## src/design/pg_pkg.sv

```systemverilog
// constants and carrier types for the legacy fast-control and gate block
`default_nettype none
package pg_pkg;
  // host side addressing
  localparam logic [15:0] IO_FAST_CTRL_ADDR = 16'h0092;
  localparam logic [7:0] CFG_LDN = 8'h01;
  localparam logic [7:0] CFG_ENABLE_INDEX = 8'h30;
  // firmware side addressing
  localparam logic [31:0] EC_CFG_BASE = 32'h000f_1800;
  localparam logic [31:0] EC_ONLY_BASE = 32'h000f_1900;
  localparam logic [31:0] OFS_ENABLE = 32'h0000_0030;
  localparam logic [31:0] OFS_FAST_CTRL = 32'h0000_0000;
  localparam logic [31:0] OFS_GATE_CTRL = 32'h0000_0000;
  localparam logic [31:0] OFS_GATE_SET = 32'h0000_0008;
  localparam logic [31:0] OFS_GATE_CLR = 32'h0000_000c;
  // field positions
  localparam int ENABLE_BIT = 0;
  localparam int FAST_RESET_BIT = 0;
  localparam int ALT_GATE_BIT = 1;
  localparam int GATE_BIT = 0;
  // reset values
  localparam logic RST_ENABLE = 1'h0;
  localparam logic [1:0] RST_FAST_CTRL = 2'h0;
  localparam logic RST_GATE = 1'h0;
  // timing
  localparam int CLK_PERIOD_NS = 20;
  localparam int RESET_DELAY_NS = 14000;
  localparam int RESET_PULSE_NS = 6000;
  localparam int DELAY_CYC = (RESET_DELAY_NS / CLK_PERIOD_NS < 1) ? 1 :
    RESET_DELAY_NS / CLK_PERIOD_NS;
  localparam int PULSE_CYC = (RESET_PULSE_NS + CLK_PERIOD_NS - 1) / CLK_PERIOD_NS;
  localparam int CNT_W = 10;

  typedef enum logic [2:0] {
    PG_IDLE = 3'b001,
    PG_DELAY = 3'b010,
    PG_PULSE = 3'b100
  } pg_state_type;

  typedef struct packed {
    logic wr;
    logic rd;
    logic [15:0] addr;
    logic [7:0] wdata;
  } pg_io_req_type;

  typedef struct packed {
    logic wr;
    logic rd;
    logic [7:0] logical_device_number;
    logic [7:0] index;
    logic [7:0] wdata;
  } pg_cfg_req_type;

  typedef struct packed {
    logic wr;
    logic rd;
    logic [31:0] addr;
    logic [7:0] wdata;
  } pg_ec_req_type;
endpackage
`default_nettype wire

```

## src/design/pg_legacy_gate.sv

```systemverilog
// legacy fast-control port, address-line gate and fast cpu reset pulse
`default_nettype none
module pg_legacy_gate
  import pg_pkg::*;
(
  input wire logic clk,
  input wire logic resetn,
  input wire logic io_block_reset_n,
  input wire logic main_power_good,
  input wire pg_io_req_type host_io,
  output logic [7:0] host_rdata,
  input wire pg_cfg_req_type host_cfg,
  output logic [7:0] cfg_rdata,
  input wire pg_ec_req_type ec_req,
  output logic [7:0] ec_rdata,
  output logic alternate_gate_signal,
  output logic address_line_gate,
  output logic fast_reset_pulse_n
);

  ////////////////////////////////////////////////////////////////////////////
  // reset pins come from other domains: two flops before use
  logic [1:0] io_rst_sync_q;
  logic [1:0] pg_sync_q;
  logic io_rst_n;
  logic pwr_ok;

  always_ff @(posedge clk or negedge resetn) begin
    if (!resetn) begin
      io_rst_sync_q <= 2'h0;
      pg_sync_q <= 2'h0;
    end else begin
      io_rst_sync_q <= {io_rst_sync_q[0], io_block_reset_n};
      pg_sync_q <= {pg_sync_q[0], main_power_good};
    end
  end
  assign io_rst_n = io_rst_sync_q[1];
  assign pwr_ok = pg_sync_q[1];

  ////////////////////////////////////////////////////////////////////////////
  // decode
  logic io_hit;
  logic cfg_hit;
  logic ec_en_hit;
  logic ec_fc_hit;
  logic ec_gate_hit;
  logic ec_set_hit;
  logic ec_clr_hit;
  logic fc_wr;

  assign io_hit = (host_io.addr == IO_FAST_CTRL_ADDR);
  assign cfg_hit = (host_cfg.logical_device_number == CFG_LDN) && (host_cfg.index == CFG_ENABLE_INDEX);
  assign ec_en_hit = (ec_req.addr == EC_CFG_BASE + OFS_ENABLE);
  assign ec_fc_hit = (ec_req.addr == EC_CFG_BASE + OFS_FAST_CTRL);
  assign ec_gate_hit = (ec_req.addr == EC_ONLY_BASE + OFS_GATE_CTRL);
  assign ec_set_hit = (ec_req.addr == EC_ONLY_BASE + OFS_GATE_SET);
  assign ec_clr_hit = (ec_req.addr == EC_ONLY_BASE + OFS_GATE_CLR);

  ////////////////////////////////////////////////////////////////////////////
  // enable register, cleared by system reset or loss of main power
  logic legacy_port_enable_bit_q;

  always_ff @(posedge clk or negedge resetn) begin
    if (!resetn) begin
      legacy_port_enable_bit_q <= RST_ENABLE;
    end else if (!pwr_ok) begin
      legacy_port_enable_bit_q <= RST_ENABLE;
    end else if (host_cfg.wr && cfg_hit) begin
      legacy_port_enable_bit_q <= host_cfg.wdata[ENABLE_BIT];
    end else if (ec_req.wr && ec_en_hit) begin
      legacy_port_enable_bit_q <= ec_req.wdata[ENABLE_BIT];
    end
  end

  // host 92h write only counts while the port is enabled
  assign fc_wr = host_io.wr && io_hit && legacy_port_enable_bit_q;

  ////////////////////////////////////////////////////////////////////////////
  // fast-control register, cleared by the io block reset
  logic alternate_gate_bit_q;
  logic fast_cpu_reset_bit_q;
  logic trig;

  always_ff @(posedge clk or negedge resetn) begin
    if (!resetn) begin
      {alternate_gate_bit_q, fast_cpu_reset_bit_q} <= RST_FAST_CTRL;
    end else if (!io_rst_n) begin
      {alternate_gate_bit_q, fast_cpu_reset_bit_q} <= RST_FAST_CTRL;
    end else if (fc_wr) begin
      alternate_gate_bit_q <= host_io.wdata[ALT_GATE_BIT];
      fast_cpu_reset_bit_q <= host_io.wdata[FAST_RESET_BIT];
    end
  end
  assign alternate_gate_signal = alternate_gate_bit_q;

  // only a 0 to 1 change arms a pulse; rewriting 1 does nothing
  assign trig = fc_wr && host_io.wdata[FAST_RESET_BIT] && !fast_cpu_reset_bit_q;

  ////////////////////////////////////////////////////////////////////////////
  // firmware gate control with set and clear strobes
  logic gate_bit_q;

  always_ff @(posedge clk or negedge resetn) begin
    if (!resetn) begin
      gate_bit_q <= RST_GATE;
    end else if (ec_req.wr && ec_set_hit) begin
      gate_bit_q <= 1'h1;
    end else if (ec_req.wr && ec_clr_hit) begin
      gate_bit_q <= 1'h0;
    end else if (ec_req.wr && ec_gate_hit) begin
      gate_bit_q <= ec_req.wdata[GATE_BIT];
    end
  end

  always_ff @(posedge clk or negedge resetn) begin
    if (!resetn) begin
      address_line_gate <= 1'h0;
    end else begin
      address_line_gate <= alternate_gate_bit_q | gate_bit_q;
    end
  end

  ////////////////////////////////////////////////////////////////////////////
  // fast reset sequencer
  pg_state_type state_q;
  logic [CNT_W-1:0] cnt_q;

  always_ff @(posedge clk or negedge resetn) begin
    if (!resetn) begin
      state_q <= PG_IDLE;
      cnt_q <= '0;
      fast_reset_pulse_n <= 1'h1;
    end else if (!io_rst_n) begin
      state_q <= PG_IDLE;
      cnt_q <= '0;
      fast_reset_pulse_n <= 1'h1;
    end else begin
      case (state_q)
        PG_IDLE: begin
          cnt_q <= '0;
          // a request during a running sequence is dropped, not queued
          if (trig) begin
            state_q <= PG_DELAY;
          end
        end
        PG_DELAY: begin
          if (cnt_q == CNT_W'(DELAY_CYC - 1)) begin
            cnt_q <= '0;
            state_q <= PG_PULSE;
            fast_reset_pulse_n <= 1'h0;
          end else begin
            cnt_q <= cnt_q + 1'b1;
          end
        end
        PG_PULSE: begin
          if (cnt_q == CNT_W'(PULSE_CYC - 1)) begin
            cnt_q <= '0;
            state_q <= PG_IDLE;
            fast_reset_pulse_n <= 1'h1;
          end else begin
            cnt_q <= cnt_q + 1'b1;
          end
        end
        default: begin
          state_q <= PG_IDLE;
          cnt_q <= '0;
          fast_reset_pulse_n <= 1'h1;
        end
      endcase
    end
  end

  ////////////////////////////////////////////////////////////////////////////
  // read data, one cycle after the read strobe; unmapped reads give zero
  always_ff @(posedge clk or negedge resetn) begin
    if (!resetn) begin
      host_rdata <= 8'h00;
      cfg_rdata <= 8'h00;
      ec_rdata <= 8'h00;
    end else begin
      if (host_io.rd && io_hit && legacy_port_enable_bit_q) begin
        host_rdata <= {6'h00, alternate_gate_bit_q, fast_cpu_reset_bit_q};
      end else begin
        host_rdata <= 8'h00;
      end
      if (host_cfg.rd && cfg_hit) begin
        cfg_rdata <= {7'h00, legacy_port_enable_bit_q};
      end else begin
        cfg_rdata <= 8'h00;
      end
      if (ec_req.rd && ec_en_hit) begin
        ec_rdata <= {7'h00, legacy_port_enable_bit_q};
      end else if (ec_req.rd && ec_fc_hit) begin
        ec_rdata <= {6'h00, alternate_gate_bit_q, fast_cpu_reset_bit_q};
      end else if (ec_req.rd && ec_gate_hit) begin
        ec_rdata <= {7'h00, gate_bit_q};
      end else begin
        ec_rdata <= 8'h00;
      end
    end
  end

  ////////////////////////////////////////////////////////////////////////////
  // checks
  logic [CNT_W-1:0] low_cnt_q;

  always_ff @(posedge clk or negedge resetn) begin
    if (!resetn) begin
      low_cnt_q <= '0;
    end else if (!fast_reset_pulse_n) begin
      low_cnt_q <= low_cnt_q + 1'b1;
    end else begin
      low_cnt_q <= '0;
    end
  end
endmodule // pg_legacy_gate
`default_nettype wire

```

## config.mk

```make
export PLATFORM = sky130hd
export DESIGN_NAME = pg_legacy_gate
export DESIGN_NICKNAME = d
export VERILOG_FILES = /design/src/design/pg_pkg.sv /design/src/design/pg_legacy_gate.sv
export SDC_FILE = /design/constraint.sdc
export NUM_CORES = 1
export LEC_CHECK = 0
export ABC_AREA = 1
export BUFFER_PORTS_ARGS = -buffer_cell sky130_fd_sc_hd__buf_2
export CAP_MARGIN = 20
export CELL_PAD_IN_SITES_DETAIL_PLACEMENT = 1
export CELL_PAD_IN_SITES_GLOBAL_PLACEMENT = 1
export CORE_MARGIN = 5
export CORE_UTILIZATION = 27
export DETAILED_ROUTE_END_ITERATION = 6
export GPL_ROUTABILITY_DRIVEN = 0
export PLACE_DENSITY = 0.83
export SLEW_MARGIN = 5
export SYNTH_ARGS = -nofsm -noshare
export SYNTH_HDL_FRONTEND = slang
export SYNTH_SLANG_ARGS = --single-unit
```

## constraint.sdc

```tcl
create_clock -name clk -period 1.5 [get_ports clk]
set_input_delay 0.3 -clock clk [delete_from_list [all_inputs] [get_ports clk]]
set_output_delay 0.3 -clock clk [all_outputs]
set_load 0.02 [all_outputs]
```

## Yosys cells after proc, flatten, opt, wreduce, memory -nomap -nowiden

Index checks and enable logic that the tools add are counted.

| word-level totals | value |
|---|---|
| register bits after elaboration | 34 |
| latch bits | 0 |
| memory bits (writable) | 0 |
| memory bits (read-only) | 0 |
| input bits | 98 |
| output and inout port bits | 27 |
| logic and storage cells | 82 |
| memories | 0 |

| operators by class | value |
|---|---|
| add/sub/neg operators | 1 |
| $mul | 0 |
| div/mod/pow operators | 0 |
| magnitude comparators | 0 |
| equality and inequality tests | 19 |
| shift-type cells | 0 |
| multiplexer cells | 28 |
| bitwise operators | 1 |
| reductions and logical operators | 20 |

Operators by type and width:

| cell | count |
|---|---|
| == test 32 x 20 -> 1 bit (second input constant) | 5 |
| 2-to-1 mux 10 bit | 3 |
| one-hot mux 10 bit (2 select lines) | 1 |
| == test 16 x 8 -> 1 bit (second input constant) | 1 |
| logical AND 1 bit | 16 |
| 2-to-1 mux 8 bit | 2 |
| 2-to-1 mux 1 bit | 15 |
| 2-to-1 mux 3 bit | 4 |
| adder 10 x 1 -> 10 bit (second input constant) | 1 |
| == test 10 bit (second input constant) | 1 |
| == test 10 x 9 -> 1 bit (second input constant) | 1 |
| != test 3 bit (second input constant) | 3 |
| one-hot mux 3 bit (3 select lines) | 1 |
| == test 8 x 1 -> 1 bit (second input constant) | 1 |
| == test 8 x 6 -> 1 bit (second input constant) | 1 |
| AND reduction 3 bit | 2 |
| == test 3 x 1 -> 1 bit (second input constant) | 1 |
| == test 3 x 2 -> 1 bit (second input constant) | 1 |
| == test 3 bit (second input constant) | 1 |
| != test 3 x 1 -> 1 bit (second input constant) | 1 |
| one-hot mux 1 bit (3 select lines) | 1 |
| nonzero test 3 bit | 1 |
| 2-to-1 mux 2 bit | 1 |
| != test 2 x 1 -> 1 bit (second input constant) | 1 |
| other kinds (3) | 3 |

## Logic depth before layout (Yosys ltp)

| logic depth | value |
|---|---|
| depth after elaboration | 8 |
| mapped depth | 11 |
| depth with buffers taken out | 11 |

## Worst setup path after synthesis

Ideal clock, no wire load.

| timing | value |
|---|---|
| kind | register to register |
| from | reg cnt_q[0] |
| to | reg state_q[1] |
| setup time | 0.117 ns |
| arrival | 1.244 ns |
| data required time | 1.383 ns |
| setup slack | 0.139 ns |
| stages on the path, launching flop included | 11 |
| buffers on the path | 1 |
| clock period less this slack | 1.361 ns |
| path through | dfrtp_1 -> ha_1 -> nand2_1 -> nor2_1 -> nand3_1 -> nand3_1 -> nand2_1 -> inv_2 -> buf_6 -> nand3_2 -> nand2_1 |

| between the ends | value |
|---|---|
| longest elaborated chain between the ends | 3 |
| elaborated cells between the ends (all ways) | 5 |
| classes of those cells | 4 x eq/ne; 1 x reduce/logical |

RTL lines:

| item | RTL line | text |
|---|---|---|
| start: declaration | pg_legacy_gate.sv:126 | `logic [CNT_W-1:0] cnt_q;` |
| start signal: assignment | pg_legacy_gate.sv:152 | `cnt_q <= cnt_q + 1'b1;` |
| start signal: assignment | pg_legacy_gate.sv:161 | `cnt_q <= cnt_q + 1'b1;` |
| == test 10 x 9 -> 1 bit or == test 10 bit (tied branches) | pg_legacy_gate.sv:156, pg_legacy_gate.sv:147 |  |
| != test 3 bit (no line) | -- |  |
| AND reduction 3 bit (no line) (*) | -- |  |
| end signal: assignment | pg_legacy_gate.sv:149 | `state_q <= PG_PULSE;` |
| end signal: assignment | pg_legacy_gate.sv:158 | `state_q <= PG_IDLE;` |
| end signal: assignment | pg_legacy_gate.sv:165 | `state_q <= PG_IDLE;` |
| end: declaration | pg_legacy_gate.sv:125 | `pg_state_type state_q;` |

Every way passes the cells marked *; elsewhere a longest branch is shown, timed or not.
A chain may end at the register's enable or synchronous reset.

## Worst setup path in the final report

| timing | value |
|---|---|
| from | reg cnt_q[1] |
| to | reg cnt_q[3] |

| between the ends | value |
|---|---|
| longest elaborated chain between the ends | 4 |
| elaborated cells between the ends (all ways) | 7 |
| classes of those cells | 1 x add/sub; 2 x eq/ne; 4 x mux |

RTL lines:

| item | RTL line | text |
|---|---|---|
| adder 10 x 1 -> 10 bit, or another cell as far along | pg_legacy_gate.sv:152, pg_legacy_gate.sv:161 |  |
| 2-to-1 mux 10 bit, on equally long branches | pg_legacy_gate.sv:156, pg_legacy_gate.sv:147 |  |
| one-hot mux 10 bit (2 select lines) (*) | pg_legacy_gate.sv:138 | `case (state_q)` |
| 2-to-1 mux 10 bit (*) | pg_legacy_gate.sv:133 | `end else if (!io_rst_n) begin` |

Marks and branches as above.

==> run metrics <==
status=finished clean; worst-case clock buffer depth=2; crit end category=flip-flop; fill count=855; Ys Warns=0; number of port buffers=85; DRT Pass-1 Iters=4; Routed Antenna Nets=0; CTS Buf Count=3; Worst Hold Class=in -> async; most frequent cell after synthesis=nand2_1; via count=1898; Max VDD drop=0.000371 V; Sw Ratio=0.272; global router's overall resource usage=0.117; worst-path maximum fanout=6; Main synth FF type=dfrtp_1; first-pass GRT wire length=between 8000 and 9000 um; Final HPWL DP=4390 um; Num Clock Sinks=28; clock power share=0.320; final core utilization=0.380; Mapped Area=1800 um2; I/O pins=125; Synth area leaders=dfrtp_1 36%, nand2_1 12%, nor2_1 11%; Synth async-reset ratio=1.00; Slew @ Worst Pin=0.613 ns; Setup Skew=approximately 0.0066 ns; Logic pwr share=0.221; Reg clk slew, reported paths=0.10 ns; post-layout minimum cycle time=1.45 ns; largest net degree at the start of global routing=29; vias in the first global route=between 1500 and 2000; sequential area share after synthesis=0.390; Seq pwr share=0.459; CP Launch Type=flip-flop; Final Cycle Share=0.967; die footprint=8410 um2; worst hold slack=0.0230 ns; htree depth=1; die width=around 92 um; Detailed Route WL=between 5000 and 6000 um; Max Freq=0.689 GHz; Seq cells post-synth=28; Clock Tree Root=clkbuf_8; max-cap viol count=0; Setup-failing EPs final=0; Req. time, crit path=1.70 ns; cell area power density=755 nW/um2; Final Hold Fails=0; EDFF count, synth=0; top-area cell type share of the netlist area=0.361; via/cell ratio=4.38; Int Pwr=1.34 mW; DR WL/cell=11.7 um; top cell types by occurrence after synthesis=58 x nand2_1, 55 x nor2_1, 35 x inv_1; Core Box Area=about 6400 um2; initial DRC count=38; gr ovfl total=0; Rows=29; fin. max-slew vios=0; switching power=0.501 mW; clock latency on the worst-skew pair=0.27 ns; largest area contributor in the netlist=dfrtp_1; Syn Area/Cell=6.99 um2; Starting Density=0.281; LEAKAGE=roughly 1.3 nW; post-synth cell types=27; Antenna Cells=0; Layout Nets=456; P&R area growth vs syn=35.5%; share of cells above drive strength 1=0.337; CP Class=reg -> reg; Slew headroom=0.592; Die Ht=91.7 um; Syn Inst Count=~260; RSZ-0062 raised after global routing=true; DRC=0; Worst Path Arrival=1.65 ns; initial antenna violation count=0; CTS tree=done
## cell families (layout without fill, tap and decap cells)
logic type                 after synthesis  count (layout)  share of synthesized area
and+or+nand+nor                        160             160                      0.399
buffers and inverters                   56             136                      0.160
DFF                                     28              28                      0.390
AOI/OAI and AO/OA                        8               8                     0.0222
xor gates and xnor gates                 4               4                     0.0194
adders and majority gates                1               1                    0.00694
other                                    1              19                    0.00208
## state kept, by name (all words and copies together) (netlist names), 2 cells and up
name / count
cnt_q: 10
ec_rdata: 2
host_rdata: 2
pg_sync_q: 2
io_rst_sync_q: 2
state_q: 3
## power groups by stage
stage,Clock [mW],Sequential (mW),Combinational [mW]
after floorplan,0,0.871,0.237
after global placement,0,0.856,0.392
after detailed placement,0,0.862,0.408
after CTS,0.624,0.847,0.412
after global routing,0.639,0.853,0.464
final,0.590,0.846,0.408
## layout by cell type (no fill, tap or decap), drive strengths merged, types with 2 or more instances in the layout
| cell type | Yosys | layout |
|---|---|---|
| dfstp | 2 | 2 |
| nor4 | 2 | 2 |
| nor2 | 56 | 56 |
| inv | 36 | 36 |
| conb | 1 | 19 |
| clkbuf | 0 | 3 |
| nand4 | 2 | 2 |
| a21oi | 3 | 3 |
| xor2 | 2 | 2 |
| nand2 | 59 | 59 |
| buf | 20 | 96 |
| nand3b | 4 | 4 |
| dfrtp | 26 | 26 |
| nor3b | 2 | 2 |
| xnor2 | 2 | 2 |
| nand3 | 25 | 25 |
| o21ai | 5 | 5 |
| nor3 | 8 | 8 |
## critical path, stage by stage (launching register included)
cell and delay, ns:
dfrtp_1 0.40, ha_2 0.19, nand2_2 0.08, nor2_2 0.05
nand3_1 0.10, nand3_2 0.08, nand2_2 0.12, inv_4 0.06
buf_12 0.13, nor3b_4 0.16
## path summary, 6_finish.rpt
check | from | slack (ns) | depth (start not counted) | endpoint
min in group clk | main_power_good | 0.12 | 1 | pg_sync_q[0]
worst max register to register | cnt_q[1] | 0.05 | 9 | cnt_q[3]
worst min-delay path | resetn | 0.02 | 1 | cnt_q[6]
worst min register to register | io_rst_sync_q[0] | 0.37 | 0 | io_rst_sync_q[1]
worst max-delay path | cnt_q[1] | 0.05 | 9 | cnt_q[3]
max in group asynchronous | resetn | 1.07 | 1 | host_rdata[1]
## repair_timing
| item | CTS | global route |
|---|---|---|
| pin swaps | 0 | 2 |
| endpoints found under the setup margin | 2 | 14 |
| hold buffers | 0 | 0 |
| buffers inserted | 1 | 0 |
| gates cloned | 0 | 0 |
| gates resized for setup | 1 | 10 |
## per-layer routing
metal / vias to the layer above / GRT usage / part of all wire
met4: 0 / 0.0470 / 0.019
met1: 860 / 0.122 / 0.37
met2: 72 / 0.220 / 0.53
met3: 10 / 0.0311 / 0.084
li1: 956 / - / -
met5: - / 0 / 0
## per-stage QoR
step	setup WS, ns	area [um2]	instances	setup TNS [ns]	power [mW]
detailed placement	-0.0306	2330	428	-0.0306	1.27
global placement	0.0681	2330	428	0	1.25
CTS	0.00209	2410	433	0	1.88
floorplan	0.139	1870	276	0	1.11
finish	0.0492	2440	433	0	1.84
global route	-0.0562	2440	433	-0.190	1.96
## layout make-up
type                       count  area, um2  area share
tap                           77       96.3      0.0394
sequential                    28        703       0.288
clock buffer                   3       41.3      0.0169
timing repair buffer          96        520       0.213
clock inverter                 1       30.0      0.0123
multi-input combinational    192        915       0.374
inverter                      36        138      0.0563
(Power assumes the default switching activity.)
